$ cat config.mk
export PLATFORM = sky130hd
export DESIGN_NAME = dtc_port
export DESIGN_NICKNAME = d
export VERILOG_FILES = /design/src/dtc_pkg.sv /design/src/dtc_osc_tick.sv /design/src/dtc_port.sv /design/src/dtc_tone_div.sv
export SDC_FILE = /design/constraint.sdc
export NUM_CORES = 1
export LEC_CHECK = 0
export CAP_MARGIN = 20
export CORE_ASPECT_RATIO = 1.1
export CORE_MARGIN = 2
export CORE_UTILIZATION = 45
export DETAILED_ROUTE_END_ITERATION = 10
export DONT_BUFFER_PORTS = 1
export PLACE_DENSITY_LB_ADDON = 0.08
export SLEW_MARGIN = 20
export SYNTH_ARGS = -nofsm -noshare
export SYNTH_HDL_FRONTEND = slang
export SYNTH_HIERARCHICAL = 1
export SYNTH_SLANG_ARGS = --single-unit
$ cat constraint.sdc
create_clock -name clock_in -period 4.6 [get_ports clock_in]
set_clock_uncertainty 0.05 [all_clocks]
set_input_delay 1.15 -clock clock_in [delete_from_list [all_inputs] [get_ports clock_in]]
set_output_delay 1.15 -clock clock_in [all_outputs]
set_load 0.005 [all_outputs]
$ cat src/dtc_pkg.sv
// Purpose: Shared constants and types for the dual tone command port
// Assumes: 40 MHz system clock
// Notes: Tone dividers give a square wave per tone group
package dtc_pkg;
   localparam int CLK_HZ = 40000000;
   localparam int SYS_OSC_HZ = 3579500;
   localparam int CODE_W = 5;
   localparam int PAR_W = 4;
   localparam int DIV_W = 12;
   localparam logic [4:0] CODE_OFF = 5'h1F;
   localparam logic [4:0] CODE_SINGLE_MAX = 5'h17;
   localparam int OSC_STARTUP_MS = 10;
   localparam int TONE_START_DELAY_MS = 6;
   localparam int OSC_STARTUP_CYC = (CLK_HZ / 1000) * OSC_STARTUP_MS;
   localparam int TONE_START_CYC = (CLK_HZ / 1000) * TONE_START_DELAY_MS;
   // System oscillator enable: one pulse per 3.5795 MHz tick, fractional accumulator
   localparam logic [15:0] OSC_ACC_STEP = 16'h165F;
   localparam logic [15:0] OSC_ACC_MOD = 16'hFA00;
   // Half-period counts in system oscillator ticks, rows then columns
   localparam logic [11:0] HALF_697 = 12'hA08;
   localparam logic [11:0] HALF_770 = 12'h914;
   localparam logic [11:0] HALF_852 = 12'h835;
   localparam logic [11:0] HALF_941 = 12'h76E;
   localparam logic [11:0] HALF_1209 = 12'h5C8;
   localparam logic [11:0] HALF_1336 = 12'h53C;
   localparam logic [11:0] HALF_1477 = 12'h4BC;
   localparam logic [11:0] HALF_1633 = 12'h448;
   typedef enum logic [1:0] {DTC_IDLE, DTC_WAIT, DTC_RUN} dtc_state_t;
endpackage : dtc_pkg

$ cat src/dtc_osc_tick.sv
// Purpose: System oscillator enable pulse, ticking from run_in high with no start-up delay
// Assumes: Single 40 MHz clock
// Notes: Pulses only while run_in is high
`timescale 1ns/10ps
module dtc_osc_tick
   import dtc_pkg::*;
(
   input wire logic clock_in,
   input wire logic resetn_in,
   input wire logic run_in,
   output logic tick_out
);
   logic [15:0] acc_r;
   logic [15:0] acc_nxt;
   logic tick_r;
   logic tick_nxt;
   logic [16:0] acc_sum;

   // One spare bit so the sum cannot wrap before it is compared
   assign acc_sum = {1'b0, acc_r} + {1'b0, OSC_ACC_STEP};

   always_comb begin
      acc_nxt = acc_r;
      tick_nxt = 1'b0;
      if (!run_in) begin
         acc_nxt = '0;
      end else if (acc_sum >= {1'b0, OSC_ACC_MOD}) begin
         acc_nxt = 16'(acc_sum - {1'b0, OSC_ACC_MOD});
         tick_nxt = 1'b1;
      end else begin
         acc_nxt = acc_sum[15:0];
      end
   end

   always_ff @(posedge clock_in or negedge resetn_in) begin
      if (!resetn_in) begin
         acc_r <= '0;
         tick_r <= 1'b0;
      end else begin
         acc_r <= acc_nxt;
         tick_r <= tick_nxt;
      end
   end

   assign tick_out = tick_r;
endmodule : dtc_osc_tick

$ cat src/dtc_port.sv
// Purpose: Command port and tone selection of a dual tone generator
// Assumes: All inputs synchronous to clock_in
// Notes: Tone outputs are square waves, one per group, plus an active flag
`timescale 1ns/10ps

////////////////////////////////////////////////////////////////////////////////
// Summary of operation
// - Serial word is five bits, least significant first, top bit last.
// - Serial data sampled on each falling edge of the shift clock.
// - Mode input low selects serial, high parallel; serial ignores parallel code.
// - Serial top bit clear gives the sixteen dual tones, 0 meaning D.
// - Serial codes 16 to 23 give one single tone in ascending order.
// - Serial all-ones code silences output; codes 24 to 30 unused.
// - Parallel code is four bits with the same dual tone mapping.
// - Parallel tone starts after chip enable goes low.
// - Parallel tone appears about 6 ms after the oscillator start-up.
// - Oscillator reaches normal operation within 10 ms of chip enable falling.
// - Tones come from dividing the 3.5795 MHz system clock.
module dtc_port
   import dtc_pkg::*;
#(
   parameter int OSC_CYC = OSC_STARTUP_CYC,
   parameter int START_CYC = TONE_START_CYC
) (
   input wire logic clock_in,
   input wire logic resetn_in,
   input wire logic chip_en_n_in,
   input wire logic parallel_sel_in,
   input wire logic shift_clk_in,
   input wire logic shift_data_in,
   input wire logic [PAR_W-1:0] parallel_code_in,
   output logic row_tone_out,
   output logic col_tone_out,
   output logic tone_active_out,
   output logic osc_ready_out
);
   ////////////////////////////////////////////////////////////////////////////
   // Command capture
   dtc_state_t state_r;
   dtc_state_t state_nxt;
   logic [22:0] dly_r;
   logic [22:0] dly_nxt;
   logic shift_clk_d_r;
   logic [CODE_W-1:0] sh_r;
   logic [CODE_W-1:0] sh_nxt;
   logic [2:0] bits_r;
   logic [2:0] bits_nxt;
   logic [CODE_W-1:0] code_r;
   logic [CODE_W-1:0] code_nxt;
   logic osc_ready_r;
   logic osc_ready_nxt;
   logic tone_on_r;
   logic tone_on_nxt;
   logic [CODE_W-1:0] shifted;
   logic fall;

   assign fall = shift_clk_d_r & ~shift_clk_in;
   assign shifted = {shift_data_in, sh_r[CODE_W-1:1]};

   always_comb begin
      state_nxt = state_r;
      dly_nxt = dly_r;
      sh_nxt = sh_r;
      bits_nxt = bits_r;
      code_nxt = code_r;
      osc_ready_nxt = osc_ready_r;
      tone_on_nxt = tone_on_r;
      if (chip_en_n_in) begin
         state_nxt = DTC_IDLE;
         dly_nxt = '0;
         bits_nxt = '0;
         osc_ready_nxt = 1'b0;
         tone_on_nxt = 1'b0;
         code_nxt = CODE_OFF;
      end else begin
         unique case (state_r)
            DTC_IDLE: begin
               state_nxt = DTC_WAIT;
               dly_nxt = '0;
               bits_nxt = '0;
               if (parallel_sel_in) begin
                  code_nxt = {1'b0, parallel_code_in};
               end else begin
                  code_nxt = CODE_OFF;
               end
            end
            DTC_WAIT: begin
               dly_nxt = dly_r + 1'b1;
               if (dly_r == 23'(OSC_CYC - 1)) begin
                  osc_ready_nxt = 1'b1;
               end
               if (dly_r == 23'(OSC_CYC + START_CYC - 1)) begin
                  state_nxt = DTC_RUN;
                  tone_on_nxt = 1'b1;
               end
            end
            DTC_RUN: begin
            end
         endcase
         if (!parallel_sel_in && fall) begin
            if (bits_r == 3'(CODE_W - 1)) begin
               bits_nxt = '0;
               code_nxt = shifted;
            end else begin
               bits_nxt = bits_r + 1'b1;
               sh_nxt = shifted;
            end
         end
      end
   end

   always_ff @(posedge clock_in or negedge resetn_in) begin
      if (!resetn_in) begin
         state_r <= DTC_IDLE;
         dly_r <= '0;
         shift_clk_d_r <= 1'b1;
         sh_r <= '0;
         bits_r <= '0;
         code_r <= CODE_OFF;
         osc_ready_r <= 1'b0;
         tone_on_r <= 1'b0;
      end else begin
         state_r <= state_nxt;
         dly_r <= dly_nxt;
         shift_clk_d_r <= shift_clk_in;
         sh_r <= sh_nxt;
         bits_r <= bits_nxt;
         code_r <= code_nxt;
         osc_ready_r <= osc_ready_nxt;
         tone_on_r <= tone_on_nxt;
      end
   end

   ////////////////////////////////////////////////////////////////////////////
   // Code decode to half-period counts
   logic [DIV_W-1:0] row_half;
   logic [DIV_W-1:0] col_half;
   logic tone_active_nxt;

   always_comb begin
      row_half = '0;
      col_half = '0;
      if (!code_r[4]) begin
         unique case (code_r[3:0])
            4'h1: begin row_half = HALF_697; col_half = HALF_1209; end
            4'h2: begin row_half = HALF_697; col_half = HALF_1336; end
            4'h3: begin row_half = HALF_697; col_half = HALF_1477; end
            4'h4: begin row_half = HALF_770; col_half = HALF_1209; end
            4'h5: begin row_half = HALF_770; col_half = HALF_1336; end
            4'h6: begin row_half = HALF_770; col_half = HALF_1477; end
            4'h7: begin row_half = HALF_852; col_half = HALF_1209; end
            4'h8: begin row_half = HALF_852; col_half = HALF_1336; end
            4'h9: begin row_half = HALF_852; col_half = HALF_1477; end
            4'hA: begin row_half = HALF_941; col_half = HALF_1336; end
            4'hB: begin row_half = HALF_941; col_half = HALF_1209; end
            4'hC: begin row_half = HALF_941; col_half = HALF_1477; end
            4'hD: begin row_half = HALF_697; col_half = HALF_1633; end
            4'hE: begin row_half = HALF_770; col_half = HALF_1633; end
            4'hF: begin row_half = HALF_852; col_half = HALF_1633; end
            4'h0: begin row_half = HALF_941; col_half = HALF_1633; end
         endcase
      end else if (code_r <= CODE_SINGLE_MAX) begin
         unique case (code_r[2:0])
            3'h0: row_half = HALF_697;
            3'h1: row_half = HALF_770;
            3'h2: row_half = HALF_852;
            3'h3: row_half = HALF_941;
            3'h4: col_half = HALF_1209;
            3'h5: col_half = HALF_1336;
            3'h6: col_half = HALF_1477;
            3'h7: col_half = HALF_1633;
         endcase
      end
      // Codes 24 to 31 leave both halves zero: silence
      if (!tone_on_r) begin
         row_half = '0;
         col_half = '0;
      end
      // Standby clears the flag one edge before the tone waves go low
      tone_active_nxt = !chip_en_n_in && ((row_half != '0) || (col_half != '0));
   end

   ////////////////////////////////////////////////////////////////////////////
   // Tone generation
   logic osc_tick;
   logic row_wave;
   logic col_wave;
   logic tone_active_r;

   dtc_osc_tick u_osc (
      .clock_in(clock_in),
      .resetn_in(resetn_in),
      .run_in(!chip_en_n_in),
      .tick_out(osc_tick)
   );

   dtc_tone_div #(.W(DIV_W)) u_row (
      .clock_in(clock_in),
      .resetn_in(resetn_in),
      .osc_tick_in(osc_tick),
      .half_in(row_half),
      .wave_out(row_wave)
   );

   dtc_tone_div #(.W(DIV_W)) u_col (
      .clock_in(clock_in),
      .resetn_in(resetn_in),
      .osc_tick_in(osc_tick),
      .half_in(col_half),
      .wave_out(col_wave)
   );

   always_ff @(posedge clock_in or negedge resetn_in) begin
      if (!resetn_in) begin
         tone_active_r <= 1'b0;
      end else begin
         tone_active_r <= tone_active_nxt;
      end
   end

   assign row_tone_out = row_wave;
   assign col_tone_out = col_wave;
   assign tone_active_out = tone_active_r;
   assign osc_ready_out = osc_ready_r;

   ////////////////////////////////////////////////////////////////////////////
   // Checks
   AST_STANDBY_SILENT: assert property (@(posedge clock_in)
      disable iff (!resetn_in) chip_en_n_in |=> !tone_active_out && !osc_ready_out)
      else $error("tone active in standby");
   AST_OFF_SILENT: assert property (@(posedge clock_in)
      disable iff (!resetn_in) (code_r == CODE_OFF) |=> !tone_active_out)
      else $error("off code not silent");
   AST_SERIAL_LOAD: assert property (@(posedge clock_in)
      disable iff (!resetn_in)
      (!chip_en_n_in && !parallel_sel_in && fall && bits_r == 3'h4)
      |=> code_r == $past(shifted))
      else $error("serial word not applied");
   AST_NO_PARALLEL_IN_SERIAL: assert property (@(posedge clock_in)
      disable iff (!resetn_in)
      (!chip_en_n_in && !parallel_sel_in && !fall && state_r != DTC_IDLE)
      |=> $stable(code_r))
      else $error("code changed without serial edge");
   AST_PAR_CODE: assert property (@(posedge clock_in)
      disable iff (!resetn_in)
      (!chip_en_n_in && parallel_sel_in && state_r == DTC_IDLE)
      |=> code_r == {1'b0, $past(parallel_code_in)})
      else $error("parallel code not captured");
   AST_OSC_READY: assert property (@(posedge clock_in)
      disable iff (!resetn_in)
      (state_r == DTC_WAIT && dly_r == 23'(OSC_CYC - 1) && !chip_en_n_in)
      |=> osc_ready_out)
      else $error("oscillator not ready in time");
   AST_TONE_DELAY: assert property (@(posedge clock_in)
      disable iff (!resetn_in) (state_r == DTC_WAIT) |-> !tone_on_r)
      else $error("tone before start delay");
   AST_DUAL: assert property (@(posedge clock_in)
      disable iff (!resetn_in) (tone_on_r && !code_r[4] && !chip_en_n_in) |=> tone_active_out)
      else $error("dual tone missing");
   AST_SINGLE: assert property (@(posedge clock_in)
      disable iff (!resetn_in)
      (tone_on_r && code_r[4:3] == 2'b10) |-> ((row_half == '0) != (col_half == '0)))
      else $error("single tone not single");
   AST_STANDBY_WAVES: assert property (@(posedge clock_in)
      disable iff (!resetn_in) chip_en_n_in |=> ##1 (!row_tone_out && !col_tone_out))
      else $error("tone wave in standby");
   AST_OSC_STOPPED: assert property (@(posedge clock_in)
      disable iff (!resetn_in) chip_en_n_in |=> !osc_tick)
      else $error("oscillator ticking in standby");
   AST_PARTIAL_DROP: assert property (@(posedge clock_in)
      disable iff (!resetn_in) chip_en_n_in |=> bits_r == 3'h0)
      else $error("partial word kept in standby");
   AST_BIT_COUNT: assert property (@(posedge clock_in)
      disable iff (!resetn_in)
      (!chip_en_n_in && !parallel_sel_in && fall && bits_r != 3'h4)
      |=> bits_r == $past(bits_r) + 3'h1)
      else $error("serial bit not counted");
   AST_PAR_HOLD: assert property (@(posedge clock_in)
      disable iff (!resetn_in)
      (!chip_en_n_in && parallel_sel_in && state_r != DTC_IDLE) |=> $stable(code_r))
      else $error("code changed in parallel run");
   AST_OSC_NOT_EARLY: assert property (@(posedge clock_in)
      disable iff (!resetn_in)
      (state_r == DTC_WAIT && dly_r < 23'(OSC_CYC - 1)) |=> !osc_ready_out)
      else $error("oscillator ready too early");
   AST_TONE_ON_TIME: assert property (@(posedge clock_in)
      disable iff (!resetn_in)
      (state_r == DTC_WAIT && dly_r == 23'(OSC_CYC + START_CYC - 1) && !chip_en_n_in)
      |=> tone_on_r)
      else $error("tone not started after delay");
   AST_OFF_WAVES: assert property (@(posedge clock_in)
      disable iff (!resetn_in) (code_r == CODE_OFF) |=> !row_tone_out && !col_tone_out)
      else $error("off code leaves a wave");

   // Main scenarios
   COV_SERIAL: cover property (@(posedge clock_in) fall && bits_r == 3'h4 && !parallel_sel_in);
   COV_PAR_RUN: cover property (@(posedge clock_in) parallel_sel_in && tone_on_r);
   COV_STANDBY: cover property (@(posedge clock_in) tone_on_r ##1 chip_en_n_in);
   COV_SINGLE: cover property (@(posedge clock_in) tone_on_r && code_r[4:3] == 2'b10);
   COV_OFF: cover property (@(posedge clock_in) tone_on_r && code_r == CODE_OFF);
endmodule : dtc_port

$ cat src/dtc_tone_div.sv
// Purpose: Square wave generator for one tone group
// Assumes: osc_tick_in is a one-cycle enable at the system oscillator rate
// Notes: Half period zero silences the output
`timescale 1ns/10ps
module dtc_tone_div
   import dtc_pkg::*;
#(
   parameter int W = DIV_W
) (
   input wire logic clock_in,
   input wire logic resetn_in,
   input wire logic osc_tick_in,
   input wire logic [W-1:0] half_in,
   output logic wave_out
);
   logic [W-1:0] cnt_r;
   logic [W-1:0] cnt_nxt;
   logic wave_r;
   logic wave_nxt;

   always_comb begin
      cnt_nxt = cnt_r;
      wave_nxt = wave_r;
      if (half_in == '0) begin
         cnt_nxt = '0;
         wave_nxt = 1'b0;
      end else if (osc_tick_in) begin
         if (cnt_r >= half_in - 1'b1) begin
            cnt_nxt = '0;
            wave_nxt = ~wave_r;
         end else begin
            cnt_nxt = cnt_r + 1'b1;
         end
      end
   end

   always_ff @(posedge clock_in or negedge resetn_in) begin
      if (!resetn_in) begin
         cnt_r <= '0;
         wave_r <= 1'b0;
      end else begin
         cnt_r <= cnt_nxt;
         wave_r <= wave_nxt;
      end
   end

   assign wave_out = wave_r;
endmodule : dtc_tone_div
# Word-level counts from Yosys, hierarchy flattened
# Memories as Yosys holds them, arrays and structs flattened.
# Cells that the tools add are included.
# word_totals
regBits	85
romBits	272
input_bits	10
out_inout_bits	4
wordCells	116
memories	1
# op_classes
n_addsub	8
n_lt_le_gt_ge	4
eq_ne	12
muxes	44
bitwise	6
n_reduce_logical	26
# memory_table
name	depth	width	rd	rd_clocked_by_memory_dff	write_ports	line_no	rtl
(no name shown)	16	17	1	0	0	dtc_port.sv:144	unique case (code_r[3:0])
# ops
op	count
12-bit two-way mux	11
12-bit case mux with 4 select lines	1
23-bit case mux with 2 select lines	1
11-bit case mux with 4 select lines	1
16-bit two-way mux	2
5-bit two-way mux	5
12-bit by 1-bit adder with 12-bit output (second input constant)	2
12-bit >= comparator	2
12-bit logical NOT	2
12-bit nonzero test	2
12-bit by 1-bit subtractor with 12-bit output (second input constant)	2
23-bit by 1-bit adder with 23-bit output (second input constant)	1
23-bit by 19-bit equality test with 1-bit output (second input constant)	1
23-bit by 20-bit equality test with 1-bit output (second input constant)	1
23-bit two-way mux	1
16-bit by 13-bit adder with 17-bit output (second input constant)	1
17-bit by 16-bit >= comparator with 1-bit output (second input constant)	1
16-bit subtractor (second input constant)	1
3-bit equality test (second input constant)	5
1-bit two-way mux	14
2-bit nonzero test	7
3-bit two-way mux	4
11-bit two-way mux	1
2-bit AND reduction	5
17 further kinds	26

# Depth between registers and ports, before layout
# logic_depth
depth_word	10
depth_mapped	16

# Modules after synthesis
# The synthesis kept the hierarchy.
# by_module_without_submodules
mod	instances	cells_each	area_each_um2	seq_area_each_um2
dtc_port	1	310	2718.9	1033.5
dtc_tone_div	2	127	1211.2	325.3
dtc_osc_tick	1	129	1204.9	425.4

# Least setup slack after synthesis
# Ideal clock, no wire load.
# synth_timing
path_type	reg-to-reg
startpoint	register code_r[4]
endpoint	register u_col.cnt_r[10]
setup_time_ns	0.074
arrival_ns	3.969
t_required_ns	4.476
setup_slack_ns	0.506
stages_incl_launch_ff	15
path_buffers	1
period_less_slack_ns	4.094
path_cell_list	dfstp_2 > buf_2 > clkinv_1 > o311ai_1 > nor2_1 > nor3_4 > and3_1 > nand3_1 > xor2_1 > ha_1 > and4_1 > and2_0 > a22oi_1 > nand3b_2 > nor2_1
# synth_via
elab_chain_len	9
word_cells_on_any_way	11
cone_classes	add/sub (1); order compare (2); mux (6); reduce/logical (2)
# synth_rtl
item	line_no	rtl
from (decl)	dtc_port.sv:48	logic [CODE_W-1:0] code_r;
from (signal assigned)	dtc_port.sv:128	code_r <= code_nxt;
5-bit less-or-equal comparator	dtc_port.sv:162	end else if (code_r <= CODE_SINGLE_MAX) begin
11-bit two-way mux	dtc_port.sv:162	
12-bit two-way mux *	dtc_port.sv:143	if (!code_r[4]) begin
12-bit two-way mux *	dtc_port.sv:175	if (!tone_on_r) begin
net col_half[2]	dtc_port.sv:137	logic [DIV_W-1:0] col_half;
12-bit by 1-bit subtractor with 12-bit output	dtc_tone_div.sv:28	if (cnt_r >= half_in - 1'b1) begin
12-bit >= comparator	dtc_tone_div.sv:28	
12-bit two-way mux	dtc_tone_div.sv:28	
12-bit two-way mux	dtc_tone_div.sv:27	end else if (osc_tick_in) begin
12-bit two-way mux	dtc_tone_div.sv:24	if (half_in == '0) begin
to (signal assigned)	dtc_tone_div.sv:42	cnt_r <= cnt_nxt;
to (decl)	dtc_tone_div.sv:16	logic [W-1:0] cnt_r;
# Mark *: on every way through the listed nets, which the timed path passes. The rest lies on a longest branch. The select of a mux whose other input is x is not followed.
# A chain may end at the register's enable or synchronous reset.

# Worst setup path after layout
# layout_timing
startpoint	register code_r[1]
endpoint	register u_col.cnt_r[9]
# layout_via
elab_chain_len	10
word_cells_on_any_way	17
cone_classes	add/sub (1); order compare (2); eq/ne (4); mux (7); reduce/logical (2); memory (1)
# layout_rtl
item	line_no
parallel branches: the longest is 3 deep, another holds 5-bit less-or-equal comparator	--
12-bit two-way mux *	dtc_port.sv:143
12-bit two-way mux *	dtc_port.sv:175
net col_half[2]	dtc_port.sv:137
12-bit by 1-bit subtractor with 12-bit output	dtc_tone_div.sv:28
12-bit >= comparator	dtc_tone_div.sv:28
12-bit two-way mux	dtc_tone_div.sv:28
12-bit two-way mux	dtc_tone_div.sv:27
12-bit two-way mux	dtc_tone_div.sv:24
# Mark *: on every way through the listed nets, which the timed path passes. The select of a mux whose other input is x is not followed.

==> results.toml <==
[outcome]
status = "completed"

[global_route]
use_met1 = 0.271
grt_pass1_wl_um = 24100
grt.busiest_layer = "met2"
grt_pass1_vias = 4976
grt.met3_usage = 0.0325
track_usage = 0.199
grt_overflow_total = 0
antenna_found_initial = 0
grt_max_degree = 85
use_met2 = 0.328

[min_path]
min_path_cells = 1
hp-class = "flip-flop to flip-flop"

[finish]
final_util = 0.496
nNetsFinal = 752
antenna_cells = 0
drive_gt1_frac = 0.111
area_growth_pct = 7.73
fillerInstances = 1303

[timing]
slew_headroom = 0.477
fmax_mhz = 237
timing.hold.ws_ns = 0.437
tightest_slew_ns = 0.781
fin_crit_ns = 4.21
setup_viol = 0
rsz0062_at_grt = "no"
fin_crit_sh = 0.916
slew_viol_final = 0
fin_tns_setup_ns = 0
hold_viol_final = 0

[die]
initial_core_util = 0.460
die-area_sq_mm = 0.0151
die_h_um = 129
die_x_um = 117
core_sq_mm = 0.0138
io_pins = 14
num_rows = 45

[worst_setup_path]
critical_path_class = "flip-flop to flip-flop"
rr_worst_depth = 15
reg2reg_to = "u_col/cnt_r[9]"
crit_required_ns = 4.77
reg2reg_setup_slack_ns = 0.39
worst_ep_arrival_time_ns = 4.38
end_kind = "flip-flop"
critical_path.startpoint = "code_r[1]"
critPathCapture = "u_col/cnt_r[9]"
r2r-start = "code_r[1]"
crit_path_start_kind = "flip-flop"
crit_fanout = 10

[clock_network]
clkLatencyLatePin_ns = 0.34
cts-root-buf = "clkbuf_16"
cts.path.max_buffers = 2
cts_tree = "yes"
ctsResizeCount = 0
clk_pin_slew_ns = 0.06
htreeDepth = 3
cts_sinks = 84
cts_hold_buf = 0
numCtsBuffers = 9
postCtsSetupBuffers = 0

[drt]
vias_per_cell = 5.77
ant_nets = 0
wl_um = 13900
wl_per_cell_um = 15.6
route.detailed.drc = 0
firstDrtPassIters = 5
dr_total_vias = 5132
drt_iter0_drc = 223

[synthesis]
yosysSeqAreaShare = 0.332
synthCells = 693
netlist.area_leader.share = 0.308
synth_edf_count = 0
synth_async_sr_flop_share = 1.00
ys_ff_latch = 84
yosysWarnings = 6
synthTopCellsByArea = "dfrtp_1 31%, ha_1 8.9%, xnor2_1 5.9%"
synth_area_sq_mm = 0.00635
synth_top_area_cell = "dfrtp_1"
ys.flop_type = "dfrtp_1"
synth_cell_type_count = 85
syn_avg_cell_area_sq_um = 9.16

[pwr]
power_leakage_nw = 2.91
peakVddDrop_mv = 0.266
p_per_area_mw_per_mm2 = 294
p_total_mw = 2.01

[run]
maxCapViolCount = 0

[placed_design]
globalplace.congestion = 0.938
hpwl_um = 10000
io_buffers = 0
## layout make-up
type	count	area, sq um	share of cell area
Clock buffer	12	256	0.0375
Multi-Input combinational cell	568	4030	0.590
Sequential cell	84	2110	0.309
Inverter	27	101	0.0148
Tap cell	188	235	0.0344
Clock inverter	4	47.5	0.00695
Timing Repair Buffer	7	52.6	0.00769
## cell usage in the layout, fill, tap and decap left out, types with 20 or more instances in the layout
master / count
dfrtp_1: 78
nand3_1: 20
a21oi_1: 40
nor2_1: 76
nand2_1: 56
xnor2_1: 43
inv_1: 25
nand4_1: 22
nor3_1: 21
ha_1: 45
## Yosys cell counts, drive strengths merged (3+ instances only)
library cell,instances
or4,9
inv,25
nand3,21
a31oi,10
buf,11
o211ai,7
mux2,6
nor3,24
ha,45
nor3b,10
xor2,18
mux2i,3
o21ai,18
or2b,3
xnor2,43
and3,9
nor2b,7
nand4,22
nand2,56
a311oi,7
a211oi,5
nor2,78
nor4,16
nand2b,11
dfstp,6
o31ai,8
o22a,3
a211o,5
and4,9
a21o,4
dfrtp,78
and2b,4
nand4b,4
or3,3
clkbuf,12
a22oi,3
a21oi,40
mux4,3
nand3b,4
and2,4
o311ai,5
## worst max-delay path, stage by stage, from the launching register on
cell	delay, ns
dfstp_2	0.63
inv_1	0.14
ha_1	0.35
mux4_2	0.46
a21oi_1	0.15
nor2_1	0.12
nor3_4	0.26
and3_1	0.28
nand3_1	0.11
xor2_1	0.17
ha_1	0.31
nand2_1	0.08
nor4_1	0.38
o311ai_1	0.24
nand3b_2	0.29
nor2_1	0.08
## per-layer routing
metal  up-vias  wire, um
met2        86      6680
li1       2538         -
met5         -         0
met3        11       419
met1      2497      6680
met4         0       140
## stage by stage
step	cell area (sq um)	worst slack, ns	instances
finish	6840	0.387	890
global route	6840	0.0512	890
CTS	6830	0.383	890
detailed placement	6530	0.422	874
global placement	6530	0.519	874
floorplan	6390	0.506	704
## where the power goes
group	internal (mW)	switching (mW)	leakage (nW)	total [mW]
combinational	0.178	0.203	1.63	0.380
clock	0.449	0.291	0.149	0.740
sequential	0.799	0.0904	1.13	0.889
total	1.42	0.584	2.91	2.01
## cell families (layout without fill, tap and decap cells)
kind of cell / Yosys count / after routing / share of synthesized area
compound gates: 134 / 134 / 0.152
simple gates: 304 / 304 / 0.277
mux: 12 / 12 / 0.0260
xor+xnor: 61 / 61 / 0.0842
flops: 84 / 84 / 0.332
fa+ha+maj: 45 / 45 / 0.0887
other cells: 1 / 12 / 0.000591
buf+inv: 52 / 50 / 0.0394
## sequential cells by signal (all words and copies together) (netlist names)
signal	cells
bits_r	3
code_r	5
dly_r	23
osc_ready_out	1
sh_r	4
shift_clk_d_r	1
state_r	2
tone_active_out	1
tone_on_r	1
u_col/cnt_r	12
u_col/wave_out	1
u_osc/acc_r	16
u_osc/tick_out	1
u_row/cnt_r	12
u_row/wave_out	1
## worst min-delay path by stage
stage                         start         endpoint  slack, ns
after floorplan             sh_r[1]        code_r[0]       0.40
after global placement      sh_r[1]        code_r[0]       0.43
after detailed placement    sh_r[1]        code_r[0]       0.43
after CTS                 resetn_in   u_col/cnt_r[1]       0.44
after global routing      resetn_in  tone_active_out       0.43
final                       sh_r[1]        code_r[0]       0.44
Power figures use the tool's default switching activity.
